### src/inc/hrp_pkg.sv
// constants, register map and carrier types of the high resolution pwm channel
package hrp_pkg;
   localparam int CW = 14;
   localparam int FW = 4;
   localparam int EW = CW + FW;
   localparam int DW = 24;
   // byte offsets
   localparam logic [7:0] OFS_CTRL   = 8'h00;
   localparam logic [7:0] OFS_PERIOD = 8'h04;
   localparam logic [7:0] OFS_EV1    = 8'h08;
   localparam logic [7:0] OFS_EV2    = 8'h0C;
   localparam logic [7:0] OFS_EV3    = 8'h10;
   localparam logic [7:0] OFS_EV4    = 8'h14;
   localparam logic [7:0] OFS_SAMP1  = 8'h18;
   localparam logic [7:0] OFS_SAMP2  = 8'h1C;
   localparam logic [7:0] OFS_PHASE  = 8'h20;
   localparam logic [7:0] OFS_ADJA   = 8'h24;
   localparam logic [7:0] OFS_ADJB   = 8'h28;
   localparam logic [7:0] OFS_DEAD   = 8'h2C;
   localparam logic [7:0] OFS_BLANKA = 8'h30;
   localparam logic [7:0] OFS_BLANKB = 8'h34;
   localparam logic [7:0] OFS_IDIV   = 8'h38;
   localparam logic [7:0] OFS_STATUS = 8'h3C;
   localparam logic [7:0] OFS_DUTY   = 8'h40;
   // control field positions, and the end field of the blanking words
   localparam int CTL_EN     = 0;
   localparam int CTL_CLOSED = 1;
   localparam int CTL_POLA   = 2;
   localparam int CTL_POLB   = 3;
   localparam int CTL_OS     = 4;
   localparam int CTL_SYNCEN = 6;
   localparam int CTL_HIRES  = 7;
   localparam int BLK_END    = 16;
   // reset values
   localparam logic [7:0]    RST_CTRL   = 8'h00;
   localparam logic [CW-1:0] RST_PERIOD = 14'h3FFF;
   localparam logic [7:0]    RST_DEAD   = 8'h00;
   localparam logic [7:0]    RST_IDIV   = 8'h00;

   typedef struct packed {
      logic          a;
      logic          b;
      logic [FW-1:0] a_fine;
      logic [FW-1:0] b_fine;
   } hrp_drive_t;

   typedef struct packed {
      logic sample;
      logic sample2;
      logic sync_out;
      logic blank_a;
      logic blank_b;
      logic period_evt;
      logic adc_trig;
   } hrp_event_t;
endpackage

### src/rtl/hrp_channel.sv
// high resolution pwm channel with apb register file
`timescale 1ns/1ps
module hrp_channel
(
   // clock and reset
   input  wire logic                 pclk,
   input  wire logic                 presetn,
   // apb slave
   input  wire logic                 psel,
   input  wire logic                 penable,
   input  wire logic                 pwrite,
   input  wire logic [7:0]           paddr,
   input  wire logic [31:0]          pwdata,
   output logic                      pready,
   output logic                      pslverr,
   output logic [31:0]               prdata,
   // compensator duty input
   input  wire logic [hrp_pkg::DW-1:0] duty_in,
   input  wire logic                 duty_valid,
   // synchronisation input
   input  wire logic                 sync_in,
   // switch drive and events
   output hrp_pkg::hrp_drive_t       drive,
   output hrp_pkg::hrp_event_t       events
);
   import hrp_pkg::*;

   typedef struct packed {
      logic [7:0]    ctrl;
      logic [CW-1:0] per_shadow;
      logic [CW-1:0] per_act;
      logic [CW-1:0] ev1;
      logic [EW-1:0] ev2;
      logic [EW-1:0] ev3;
      logic [EW-1:0] ev4;
      logic [11:0]   samp1;
      logic [11:0]   samp2;
      logic [CW-1:0] phase;
      logic [15:0]   adj_a;
      logic [15:0]   adj_b;
      logic [7:0]    dead;
      logic [CW-1:0] blka_beg;
      logic [CW-1:0] blka_end;
      logic [CW-1:0] blkb_beg;
      logic [CW-1:0] blkb_end;
      logic [7:0]    idiv;
      logic [7:0]    idiv_cnt;
      logic [DW-1:0] duty;
      logic [CW-1:0] cnt;
      logic          raw_a;
      logic          raw_b;
      logic          on_a;
      logic          on_b;
      logic [7:0]    off_a;
      logic [7:0]    off_b;
      logic [2:0]    os_left;
      logic [CW-1:0] os_cnt;
      logic [31:0]   rdata;
      hrp_drive_t    drv;
      hrp_event_t    evt;
   } state_t;

   state_t s_reg;
   state_t s_next;

   // signed adjust in fine steps (16 per clock) on an 18-bit edge, clamped to the counter range
   function automatic logic [EW-1:0] adj_edge(input logic [EW-1:0] base, input logic [15:0] adj);
      logic signed [EW+1:0] sum;
      sum = $signed({2'b00, base}) + $signed({{(EW-14){adj[15]}}, adj});
      if (sum < 0)
      begin
         adj_edge = '0;
      end
      else if (sum[EW])
      begin
         adj_edge = '1;
      end
      else
      begin
         adj_edge = sum[EW-1:0];
      end
   endfunction

   // closed loop trailing edge: event 1 plus duty times period
   function automatic logic [EW-1:0] duty_edge(input logic [CW-1:0] rise, input logic [DW-1:0] d,
                                               input logic [CW-1:0] per);
      logic [DW-1+CW-1:0] prod;
      logic [EW:0]        sum;
      prod = d[DW-2:0] * per;
      if (d[DW-1])
      begin
         prod = '0;
      end
      sum = {1'b0, rise, {FW{1'b0}}} + {1'b0, prod[DW-2+CW:DW-1-FW]};
      duty_edge = sum[EW] ? '1 : sum[EW-1:0];
   endfunction

   // an output may switch on only once the other has rested for the dead time
   function automatic logic may_turn_on(input logic raw, input logic other_busy, input logic [7:0] other_off,
                                        input logic [7:0] dead);
      may_turn_on = raw && !other_busy && other_off >= dead;
   endfunction

   // off-time counters saturate so a long idle never wraps back under the dead time
   function automatic logic [7:0] off_count(input logic on, input logic [7:0] cnt);
      if (on)
      begin
         off_count = 8'h00;
      end
      else if (cnt == 8'hFF)
      begin
         off_count = 8'hFF;
      end
      else
      begin
         off_count = cnt + 8'h01;
      end
   endfunction

   logic          acc;
   logic          wr;
   logic          rd;
   logic          mapped;
   logic          en;
   logic          hires;
   logic          wrap;
   logic          q_en;
   logic [EW-1:0] fall_a;
   logic [EW-1:0] rise_b;
   logic [EW-1:0] fall_b;
   logic [EW-1:0] base_a;
   logic [CW-1:0] sub_len;
   logic          a_on;
   logic          b_on;

   always_comb
   begin
      acc    = psel & penable;
      wr     = acc & pwrite;
      rd     = psel & ~penable & ~pwrite;
      mapped = (paddr[1:0] == 2'b00) && (paddr <= OFS_DUTY);
      en     = s_reg.ctrl[CTL_EN];
      hires  = s_reg.ctrl[CTL_HIRES];
      pready  = penable;
      pslverr = acc & ~mapped;
      prdata  = s_reg.rdata;

      s_next = s_reg;
      s_next.evt = '0;

      // register writes take effect at the access edge
      if (wr && mapped)
      begin
         unique case (paddr)
            OFS_CTRL:   s_next.ctrl       = pwdata[7:0];
            OFS_PERIOD: s_next.per_shadow = pwdata[CW-1:0];
            OFS_EV1:    s_next.ev1        = pwdata[CW-1:0];
            OFS_EV2:    s_next.ev2        = pwdata[EW-1:0];
            OFS_EV3:    s_next.ev3        = pwdata[EW-1:0];
            OFS_EV4:    s_next.ev4        = pwdata[EW-1:0];
            OFS_SAMP1:  s_next.samp1      = pwdata[11:0];
            OFS_SAMP2:  s_next.samp2      = pwdata[11:0];
            OFS_PHASE:  s_next.phase      = pwdata[CW-1:0];
            OFS_ADJA:   s_next.adj_a      = pwdata[15:0];
            OFS_ADJB:   s_next.adj_b      = pwdata[15:0];
            OFS_DEAD:   s_next.dead       = pwdata[7:0];
            OFS_BLANKA:
            begin
               s_next.blka_beg = pwdata[CW-1:0];
               s_next.blka_end = pwdata[BLK_END+CW-1:BLK_END];
            end
            OFS_BLANKB:
            begin
               s_next.blkb_beg = pwdata[CW-1:0];
               s_next.blkb_end = pwdata[BLK_END+CW-1:BLK_END];
            end
            OFS_IDIV:   s_next.idiv       = pwdata[7:0];
            OFS_DUTY:   s_next.duty       = pwdata[DW-1:0];
            default:    s_next.ctrl       = s_reg.ctrl;
         endcase
      end

      // compensator update; software write to the same word loses to it
      if (duty_valid)
      begin
         s_next.duty = duty_in;
      end

      // read data captured in the setup cycle, shown during access
      if (rd)
      begin
         unique case (paddr)
            OFS_CTRL:   s_next.rdata = {24'h000000, s_reg.ctrl};
            OFS_PERIOD: s_next.rdata = {18'h00000, s_reg.per_shadow};
            OFS_EV1:    s_next.rdata = {18'h00000, s_reg.ev1};
            OFS_EV2:    s_next.rdata = {14'h0000, s_reg.ev2};
            OFS_EV3:    s_next.rdata = {14'h0000, s_reg.ev3};
            OFS_EV4:    s_next.rdata = {14'h0000, s_reg.ev4};
            OFS_SAMP1:  s_next.rdata = {20'h00000, s_reg.samp1};
            OFS_SAMP2:  s_next.rdata = {20'h00000, s_reg.samp2};
            OFS_PHASE:  s_next.rdata = {18'h00000, s_reg.phase};
            OFS_ADJA:   s_next.rdata = {16'h0000, s_reg.adj_a};
            OFS_ADJB:   s_next.rdata = {16'h0000, s_reg.adj_b};
            OFS_DEAD:   s_next.rdata = {24'h000000, s_reg.dead};
            OFS_BLANKA: s_next.rdata = {2'h0, s_reg.blka_end, 2'h0, s_reg.blka_beg};
            OFS_BLANKB: s_next.rdata = {2'h0, s_reg.blkb_end, 2'h0, s_reg.blkb_beg};
            OFS_IDIV:   s_next.rdata = {24'h000000, s_reg.idiv};
            OFS_STATUS: s_next.rdata = {14'h0000, s_reg.drv.b, s_reg.drv.a, 2'h0, s_reg.cnt};
            OFS_DUTY:   s_next.rdata = {8'h00, s_reg.duty};
            default:    s_next.rdata = 32'h00000000;
         endcase
      end

      // edge positions; closed loop replaces only event 2
      base_a = s_reg.ctrl[CTL_CLOSED] ? duty_edge(s_reg.ev1, s_reg.duty, s_reg.per_act) : s_reg.ev2;
      fall_a = adj_edge(base_a, s_reg.adj_a);
      rise_b = s_reg.ev3;
      fall_b = adj_edge(s_reg.ev4, s_reg.adj_b);
      if (!hires)
      begin
         fall_a[FW-1:0] = '0;
         rise_b[FW-1:0] = '0;
         fall_b[FW-1:0] = '0;
      end

      wrap    = s_reg.cnt >= s_reg.per_act;
      q_en    = s_reg.cnt[1:0] == 2'b00;
      // spacing uses the full cycle length, one more than the period count
      sub_len = CW'(({1'b0, s_reg.per_act} + 15'h0001) >> s_reg.ctrl[CTL_OS+1:CTL_OS]);

      if (!en)
      begin
         s_next.cnt     = '0;
         s_next.per_act = s_reg.per_shadow;
         s_next.raw_a   = 1'b0;
         s_next.raw_b   = 1'b0;
         s_next.os_left = '0;
      end
      else
      begin
         // time base
         if (s_reg.ctrl[CTL_SYNCEN] && sync_in)
         begin
            s_next.cnt = '0;
         end
         else if (wrap)
         begin
            s_next.cnt     = '0;
            s_next.per_act = s_reg.per_shadow;
            if (s_reg.idiv_cnt >= s_reg.idiv)
            begin
               s_next.idiv_cnt       = '0;
               s_next.evt.period_evt = 1'b1;
               s_next.evt.adc_trig   = 1'b1;
            end
            else
            begin
               s_next.idiv_cnt = s_reg.idiv_cnt + 8'h01;
            end
         end
         else
         begin
            s_next.cnt = s_reg.cnt + 14'h0001;
         end

         // raw edges, fall wins when both land on one count
         if (s_reg.cnt == s_reg.ev1)
         begin
            s_next.raw_a = 1'b1;
         end
         if (s_reg.cnt == fall_a[EW-1:FW])
         begin
            s_next.raw_a = 1'b0;
         end
         if (s_reg.cnt == rise_b[EW-1:FW])
         begin
            s_next.raw_b = 1'b1;
         end
         if (s_reg.cnt == fall_b[EW-1:FW])
         begin
            s_next.raw_b = 1'b0;
         end

         // phase sync toward followers
         if (s_reg.cnt == s_reg.phase)
         begin
            s_next.evt.sync_out = 1'b1;
         end

         // sample triggers compared at the quarter rate
         if (q_en && s_reg.cnt[CW-1:2] == s_reg.samp1)
         begin
            s_next.evt.sample = 1'b1;
            s_next.os_left    = 3'((1 << s_reg.ctrl[CTL_OS+1:CTL_OS]) - 1);
            s_next.os_cnt     = '0;
         end
         else if (s_reg.os_left != 3'd0)
         begin
            // extra samples spaced by period over the oversample factor
            if (s_reg.os_cnt + 14'h0001 >= sub_len)
            begin
               s_next.evt.sample = 1'b1;
               s_next.os_cnt     = '0;
               s_next.os_left    = s_reg.os_left - 3'd1;
            end
            else
            begin
               s_next.os_cnt = s_reg.os_cnt + 14'h0001;
            end
         end
         if (q_en && s_reg.cnt[CW-1:2] == s_reg.samp2)
         begin
            s_next.evt.sample2 = 1'b1;
         end
      end

      // blanking windows, begin inclusive and end exclusive
      s_next.evt.blank_a = en && s_next.cnt >= s_reg.blka_beg && s_next.cnt < s_reg.blka_end;
      s_next.evt.blank_b = en && s_next.cnt >= s_reg.blkb_beg && s_next.cnt < s_reg.blkb_end;

      // dead time works on the internal on-state, so an inverted pin cannot block the other side
      a_on         = may_turn_on(s_next.raw_a, s_reg.on_b && s_next.raw_b, s_reg.off_b, s_reg.dead);
      b_on         = may_turn_on(s_next.raw_b, a_on, s_reg.off_a, s_reg.dead);
      s_next.on_a  = a_on;
      s_next.on_b  = b_on;
      s_next.off_a = off_count(a_on, s_reg.off_a);
      s_next.off_b = off_count(b_on, s_reg.off_b);

      // polarity and fine code for the external delay line
      s_next.drv.a      = a_on ^ s_reg.ctrl[CTL_POLA];
      s_next.drv.b      = b_on ^ s_reg.ctrl[CTL_POLB];
      s_next.drv.a_fine = fall_a[FW-1:0];
      s_next.drv.b_fine = b_on ? fall_b[FW-1:0] : rise_b[FW-1:0];
      if (!en)
      begin
         s_next.drv.a_fine = '0;
         s_next.drv.b_fine = '0;
      end
   end

   // the internal on-state is kept apart from the polarity-applied pins
   always_ff @(posedge pclk or negedge presetn)
   begin
      if (!presetn)
      begin
         s_reg            <= '0;
         s_reg.ctrl       <= RST_CTRL;
         s_reg.per_shadow <= RST_PERIOD;
         s_reg.per_act    <= RST_PERIOD;
         s_reg.dead       <= RST_DEAD;
         s_reg.idiv       <= RST_IDIV;
         s_reg.off_a      <= 8'hFF;
         s_reg.off_b      <= 8'hFF;
      end
      else
      begin
         s_reg <= s_next;
      end
   end

   assign drive  = s_reg.drv;
   assign events = s_reg.evt;
endmodule

### config.mk
export PLATFORM = sky130hd
export DESIGN_NAME = hrp_channel
export DESIGN_NICKNAME = d
export VERILOG_FILES = /design/src/inc/hrp_pkg.sv /design/src/rtl/hrp_channel.sv
export SDC_FILE = /design/constraint.sdc
export NUM_CORES = 2
export LEC_CHECK = 0
export BUFFER_PORTS_ARGS = -buffer_cell sky130_fd_sc_hd__buf_4
export CELL_PAD_IN_SITES_DETAIL_PLACEMENT = 1
export CELL_PAD_IN_SITES_GLOBAL_PLACEMENT = 1
export CORE_MARGIN = 2
export CORE_UTILIZATION = 44
export DETAILED_ROUTE_END_ITERATION = 8
export MAX_ROUTING_LAYER = met4
export PLACE_DENSITY_LB_ADDON = 0.1
export SLEW_MARGIN = 20
export SYNTH_ARGS = -nofsm -noshare
export SYNTH_HDL_FRONTEND = slang
export SYNTH_SLANG_ARGS = --single-unit
export TNS_END_PERCENT = 30
### constraint.sdc
create_clock -name pclk -period 13.7 [get_ports pclk]
set_input_delay 2.74 -clock pclk [delete_from_list [all_inputs] [get_ports pclk]]
set_output_delay 2.74 -clock pclk [all_outputs]
set_load 0.01 [all_outputs]
# Yosys cells after proc, flatten, opt, wreduce, memory -nomap -nowiden
# Cells that the tools add are included.
dict set report totals {
  inputBits 71
  wordCells 195
  out_inout_bits 51
  reg_bits 377
}
dict set report op_classes {
  n_shift 2
  reduce_logical 43
  n_eq_ne 29
  n_mux 46
  magnitude_cmp 12
  bitwise_logic 11
  mul 1
  add_sub_neg 11
}
# op count
set ops {}
lappend ops {{one-hot mux 30 bit (17 select lines)} 1}
lappend ops {{2-to-1 mux 18 bit} 6}
lappend ops {{2-to-1 mux 14 bit} 6}
lappend ops {{2-to-1 mux 24 bit} 3}
lappend ops {{== test 14 bit} 5}
lappend ops {{== test 8 x 6 -> 1 bit (second input constant)} 8}
lappend ops {{greater-or-equal comparator 14 bit} 4}
lappend ops {{2-to-1 mux 8 bit} 6}
lappend ops {{adder 19 x 16 -> 20 bit} 2}
lappend ops {{less-than comparator 20 x 1 -> 1 bit (second input constant)} 2}
lappend ops {{AND reduction 2 bit} 19}
lappend ops {{multiplier 23 x 14 -> 37 bit} 1}
lappend ops {{2-to-1 mux 37 bit} 1}
lappend ops {{2-to-1 mux 17 bit} 2}
lappend ops {{== test 8 x 5 -> 1 bit (second input constant)} 4}
lappend ops {{adder 14 x 1 -> 14 bit (second input constant)} 2}
lappend ops {{less-than comparator 14 bit} 2}
lappend ops {{adder 8 x 1 -> 8 bit (second input constant)} 3}
lappend ops {{== test 12 bit} 2}
lappend ops {{greater-or-equal comparator 8 bit} 3}
lappend ops {{adder 18 x 18 -> 19 bit} 1}
lappend ops {{== test 8 x 4 -> 1 bit (second input constant)} 2}
lappend ops {{== test 8 bit (second input constant)} 2}
lappend ops {{2-to-1 mux 16 bit} 1}
lappend ops {{25 further kinds} 67}

# Logic depth before layout (Yosys ltp)
dict set report depth {
  depth_word 20
  mapped_depth 56
  mapped_depth_nobuf 52
}

# Least setup slack after synthesis
# No wires, ideal clock.
dict set report synth_path {
  path_type {register to register}
  start {reg s_reg[347] (netlist bit)}
  end {reg s_reg, in the netlist drive[8]}
  t_required_ns 13.621
  n_path_buf 5
  stages_incl_launch_ff 52
  arrival_ns 11.628
  synth_period_minus_slack_ns 11.708
  setup_time_ns 0.079
  path_slack_ns 1.992
  path_cell_list {dfstp_2 -> clkbuf_1 -> clkbuf_1 -> nand2_1 -> fa_1 -> fa_1 -> inv_1 -> fa_1 -> fa_1 -> fa_1 -> inv_1 -> fa_1 -> inv_1 -> ha_1 -> a21o_1 -> a21o_1 -> a21oi_1 -> o31ai_1 -> (+16 left out) -> a31o_2 -> clkbuf_1 -> o22a_1 -> ha_1 -> clkbuf_1 -> and4_1 -> and3_1 -> a21boi_1 -> o31ai_2 -> xnor2_1 -> clkbuf_1 -> nor2_1 -> o41a_1 -> and3_1 -> nor4_2 -> nor4_2 -> nor2_4 -> xor2_1}
}
# item line_no
set synth_lines {}
lappend synth_lines {{from (decl)} hrp_channel.sv:63} ;# state_t s_reg;
lappend synth_lines {{from (signal assigned)} hrp_channel.sv:357} ;# s_reg <= s_next;

==> results.sh <==
export IMPL_status="complete, no violations"
export IMPL_startpoint="s_reg[352]"
export IMPL_num_rows=102
export IMPL_critPathMostFrequentCell="fa_1"
export IMPL_first_iter_violations=2350
export IMPL_largest_reg_flops=312
export IMPL_clkTransAtPathRegs_ns=0.06
export IMPL_start_util_pct=44.3
export IMPL_die_area_sq_mm=0.0800
export IMPL_setup_ws_ns=0.828
export IMPL_critPathArrivalTime_ns=13.37
export IMPL_synth_area_per_cell_sq_um=9.29
export IMPL_seq_area_frac_synth_pct=27.5
export IMPL_place_area_sq_mm=0.0361
export IMPL_holdBufCountCts=0
export IMPL_fin_tns_setup_ns=0
export IMPL_grt_max_degree=120
export IMPL_p_clk_share_pct=46.5
export IMPL_grt_pass1_vias=30800
export IMPL_synth_xor_area_share_pct=4.33
export IMPL_cts_htree_levels=2
export IMPL_wl_per_cell_um=26.8
export IMPL_via_per_inst=6.01
export IMPL_place_congestion=1.03
export IMPL_fin_nets=4281
export IMPL_die_height_um=283
export IMPL_synth_warnings=0
export IMPL_muxShareOfSynthArea_pct=7.19
export IMPL_async_reset_ff_share_pct=100
export IMPL_peakVddDrop_v=0.0000866
export IMPL_ant_nets=0
export IMPL_yosys_area_top_type_share_pct=24.1
export IMPL_drcViolationCount=0
export IMPL_synth_most_common_cell="inv_1"
export IMPL_routed_wl_mm=128
export IMPL_min_path_cells=1
export IMPL_startpoint_type="register"
export IMPL_period_share_pct=94.0
export IMPL_netlist_area_sq_mm=0.0342
export IMPL_io_pins=122
export IMPL_cts_tree="built"
export IMPL_hpwl_mm=97.5
export IMPL_synth_compound_area_share_pct=13.7
export IMPL_ctsLongestPathBuffers=3
export IMPL_rsz0062_at_grt="false"
export IMPL_combPwrFrac_pct=7.0
export IMPL_insertion_delay_ns=0.60
export IMPL_p_seq_share_pct=46.5
export IMPL_end_kind="register"
export IMPL_crit_buf_inv=4
export IMPL_fillers=8794
export IMPL_worst_pin_slew_ns=1.21
export IMPL_internal_power_uw=1870
export IMPL_die_w_um=283
export IMPL_grt_pass1_wl_mm=193
export IMPL_synthTopCellsByArea="dfrtp_1 24%, fa_1 15%, ha_1 9.7%"
export IMPL_synth_top_family_by_area="adder cells"
export IMPL_min_period_ns=12.87
export IMPL_synthDistinctLibCells=98
export IMPL_r2r_start="s_reg[352]"
export IMPL_fin_area_sq_mm=0.0376
export IMPL_antenna_found_initial=7
export IMPL_port_buffers=117
export IMPL_min_to="s_reg[131]"
export IMPL_dp_worst_setup_slack_ns=0.0952
export IMPL_syn_inst=3683
export IMPL_required_ns=14.20
export IMPL_cts_buffers=43
export IMPL_synth_edff_count=0
export IMPL_dr_pass1_iters=5
export IMPL_synthFlopType="dfrtp_1"
export IMPL_min_delay_start="s_reg[131]"
export IMPL_grt_overflow=0
export IMPL_reg2reg_depth=48
export IMPL_synthTopCellsByCount="421 x inv_1, 358 x nand2_1, 330 x dfrtp_1"
export IMPL_fin_skew_ns=0.0163
export IMPL_drive_above_1_share_pct=15.1
export IMPL_r2r_end="drive[3]"
export IMPL_yosysTopAreaCell="dfrtp_1"
export IMPL_clockRootBuffer="clkbuf_16"
export IMPL_critPathMaxStageDelay_ns=0.88
export IMPL_hp_class="register to register"
export IMPL_core_region_area_sq_mm=0.0772
export IMPL_final_setup_viol_count=0
export IMPL_synth_fa_ha_area_share_pct=24.4
export IMPL_power_leakage_uw=0.0183
export IMPL_global_route_usage_total_pct=32.6
export IMPL_rrSetupSlack_ns=0.83
export IMPL_worstSetupPathType="register to register"
export IMPL_max_freq_mhz=77.7
export IMPL_syn2layout_area_growth_pct=9.98
export IMPL_cts_sinks=374
export IMPL_netSwitchingFraction_pct=26.6
export IMPL_hold_violations=0
export IMPL_drv_slew=0
export IMPL_via_count=28700
export IMPL_synth_seq_cells=374
export IMPL_synthSimpleGateAreaFrac_pct=15.0
export IMPL_worst_path_max_fanout=20
export IMPL_powerDensity_mw_per_mm2=67.6
export IMPL_drv_cap=0
export IMPL_critical_path_top_delay_family="compound AO/OA/AOI/OAI gates"
export IMPL_slowest_stage="dfstp_2"
export IMPL_path_depth=48
export IMPL_switchingPower_uw=678
export IMPL_max_slew_margin_rel_pct=19.0
==> how the worst max path moves through the flow <==
stage,endpoint,slack (ns)
3_3_place_gp,s_reg[72],0.66
4_1_cts,s_reg[72],0.07
2_1_floorplan,drive[8],1.99
5_1_grt,drive[3],0.07
6_report,drive[3],0.83
3_5_place_dp,s_reg[72],0.1
==> layout make-up <==
class | instances | area (sq um) | share of cell area [%]
timing repair buffer | 210 | 1620 | 4.30
multi-input combinational | 2643 | 22300 | 59.2
clock inverter | 14 | 164 | 0.435
clock buffer | 66 | 1260 | 3.35
antenna | 2 | 5.00 | 0.0133
sequential | 374 | 9440 | 25.1
inverter | 421 | 1580 | 4.20
tap | 1040 | 1300 | 3.46
==> cell families after synthesis <==
logic type / Yosys count
AOI/OAI and AO/OA: 699
xor gates and xnor gates: 166
adders and majority gates: 517
buffers and inverters: 667
DFF: 374
muxes: 224
other: 1
and+or+nand+nor: 1035
==> layout by cell type (no fill, tap or decap), drive strengths merged, types with 13 or more instances in the layout <==
master	synthesis	final
o22a	18	18
and2	159	159
nand4	53	53
o211ai	16	16
a21o	47	47
a22o	20	20
and3	32	32
o21ai	200	200
o31ai	13	13
dfrtp	330	330
fa	251	251
nand2b	31	31
inv	421	424
xnor2	111	111
clkbuf	177	66
nor2b	29	29
mux2	176	176
dfstp	44	44
nand3	85	85
xor2	54	54
a21oi	130	130
nand2	358	358
buf	69	210
a22oi	76	76
ha	266	266
mux2i	48	48
a31oi	27	27
a221oi	26	26
o21a	16	16
nor4	15	15
nor2	168	168
a211oi	21	21
nor3	53	53
==> metal layers <==
metal	track usage [%]	wire length, um
met5	-	0
met4	16.1	7330
met2	52.5	60300
met1	40.7	52400
met3	4.11	7680
==> metrics by stage <==
step / hold slack, ns / power (uW) / utilization, % / instances
2_1_floorplan: 0.452 / 1250 / - / 3684
3_3_place_gp: 0.476 / 1370 / 46.8 / 4687
3_5_place_dp: 0.482 / 1380 / 46.8 / 4687
4_1_cts: 0.490 / 2570 / 48.6 / 4767
5_1_grt: 0.515 / 2620 / 48.8 / 4770
6_report: 0.487 / 2550 / 48.8 / 4770
==> power by group through the flow <==
stage	registers [uW]	clock network (uW)	logic, uW
3_5_place_dp	1200	0	176
4_1_cts	1180	1210	177
5_1_grt	1190	1240	190
6_report	1180	1180	178
2_1_floorplan	1160	0	92.2
3_3_place_gp	1200	0	172
==> timing repair <==
| action | in CTS | in global routing |
|---|---|---|
| gates resized for setup | 0 | 18 |
| hold endpoints to repair | 0 | 0 |
| setup buffers | 0 | 0 |
| endpoints found under the setup margin | 0 | 24 |
Power figures use the tool's default switching activity.
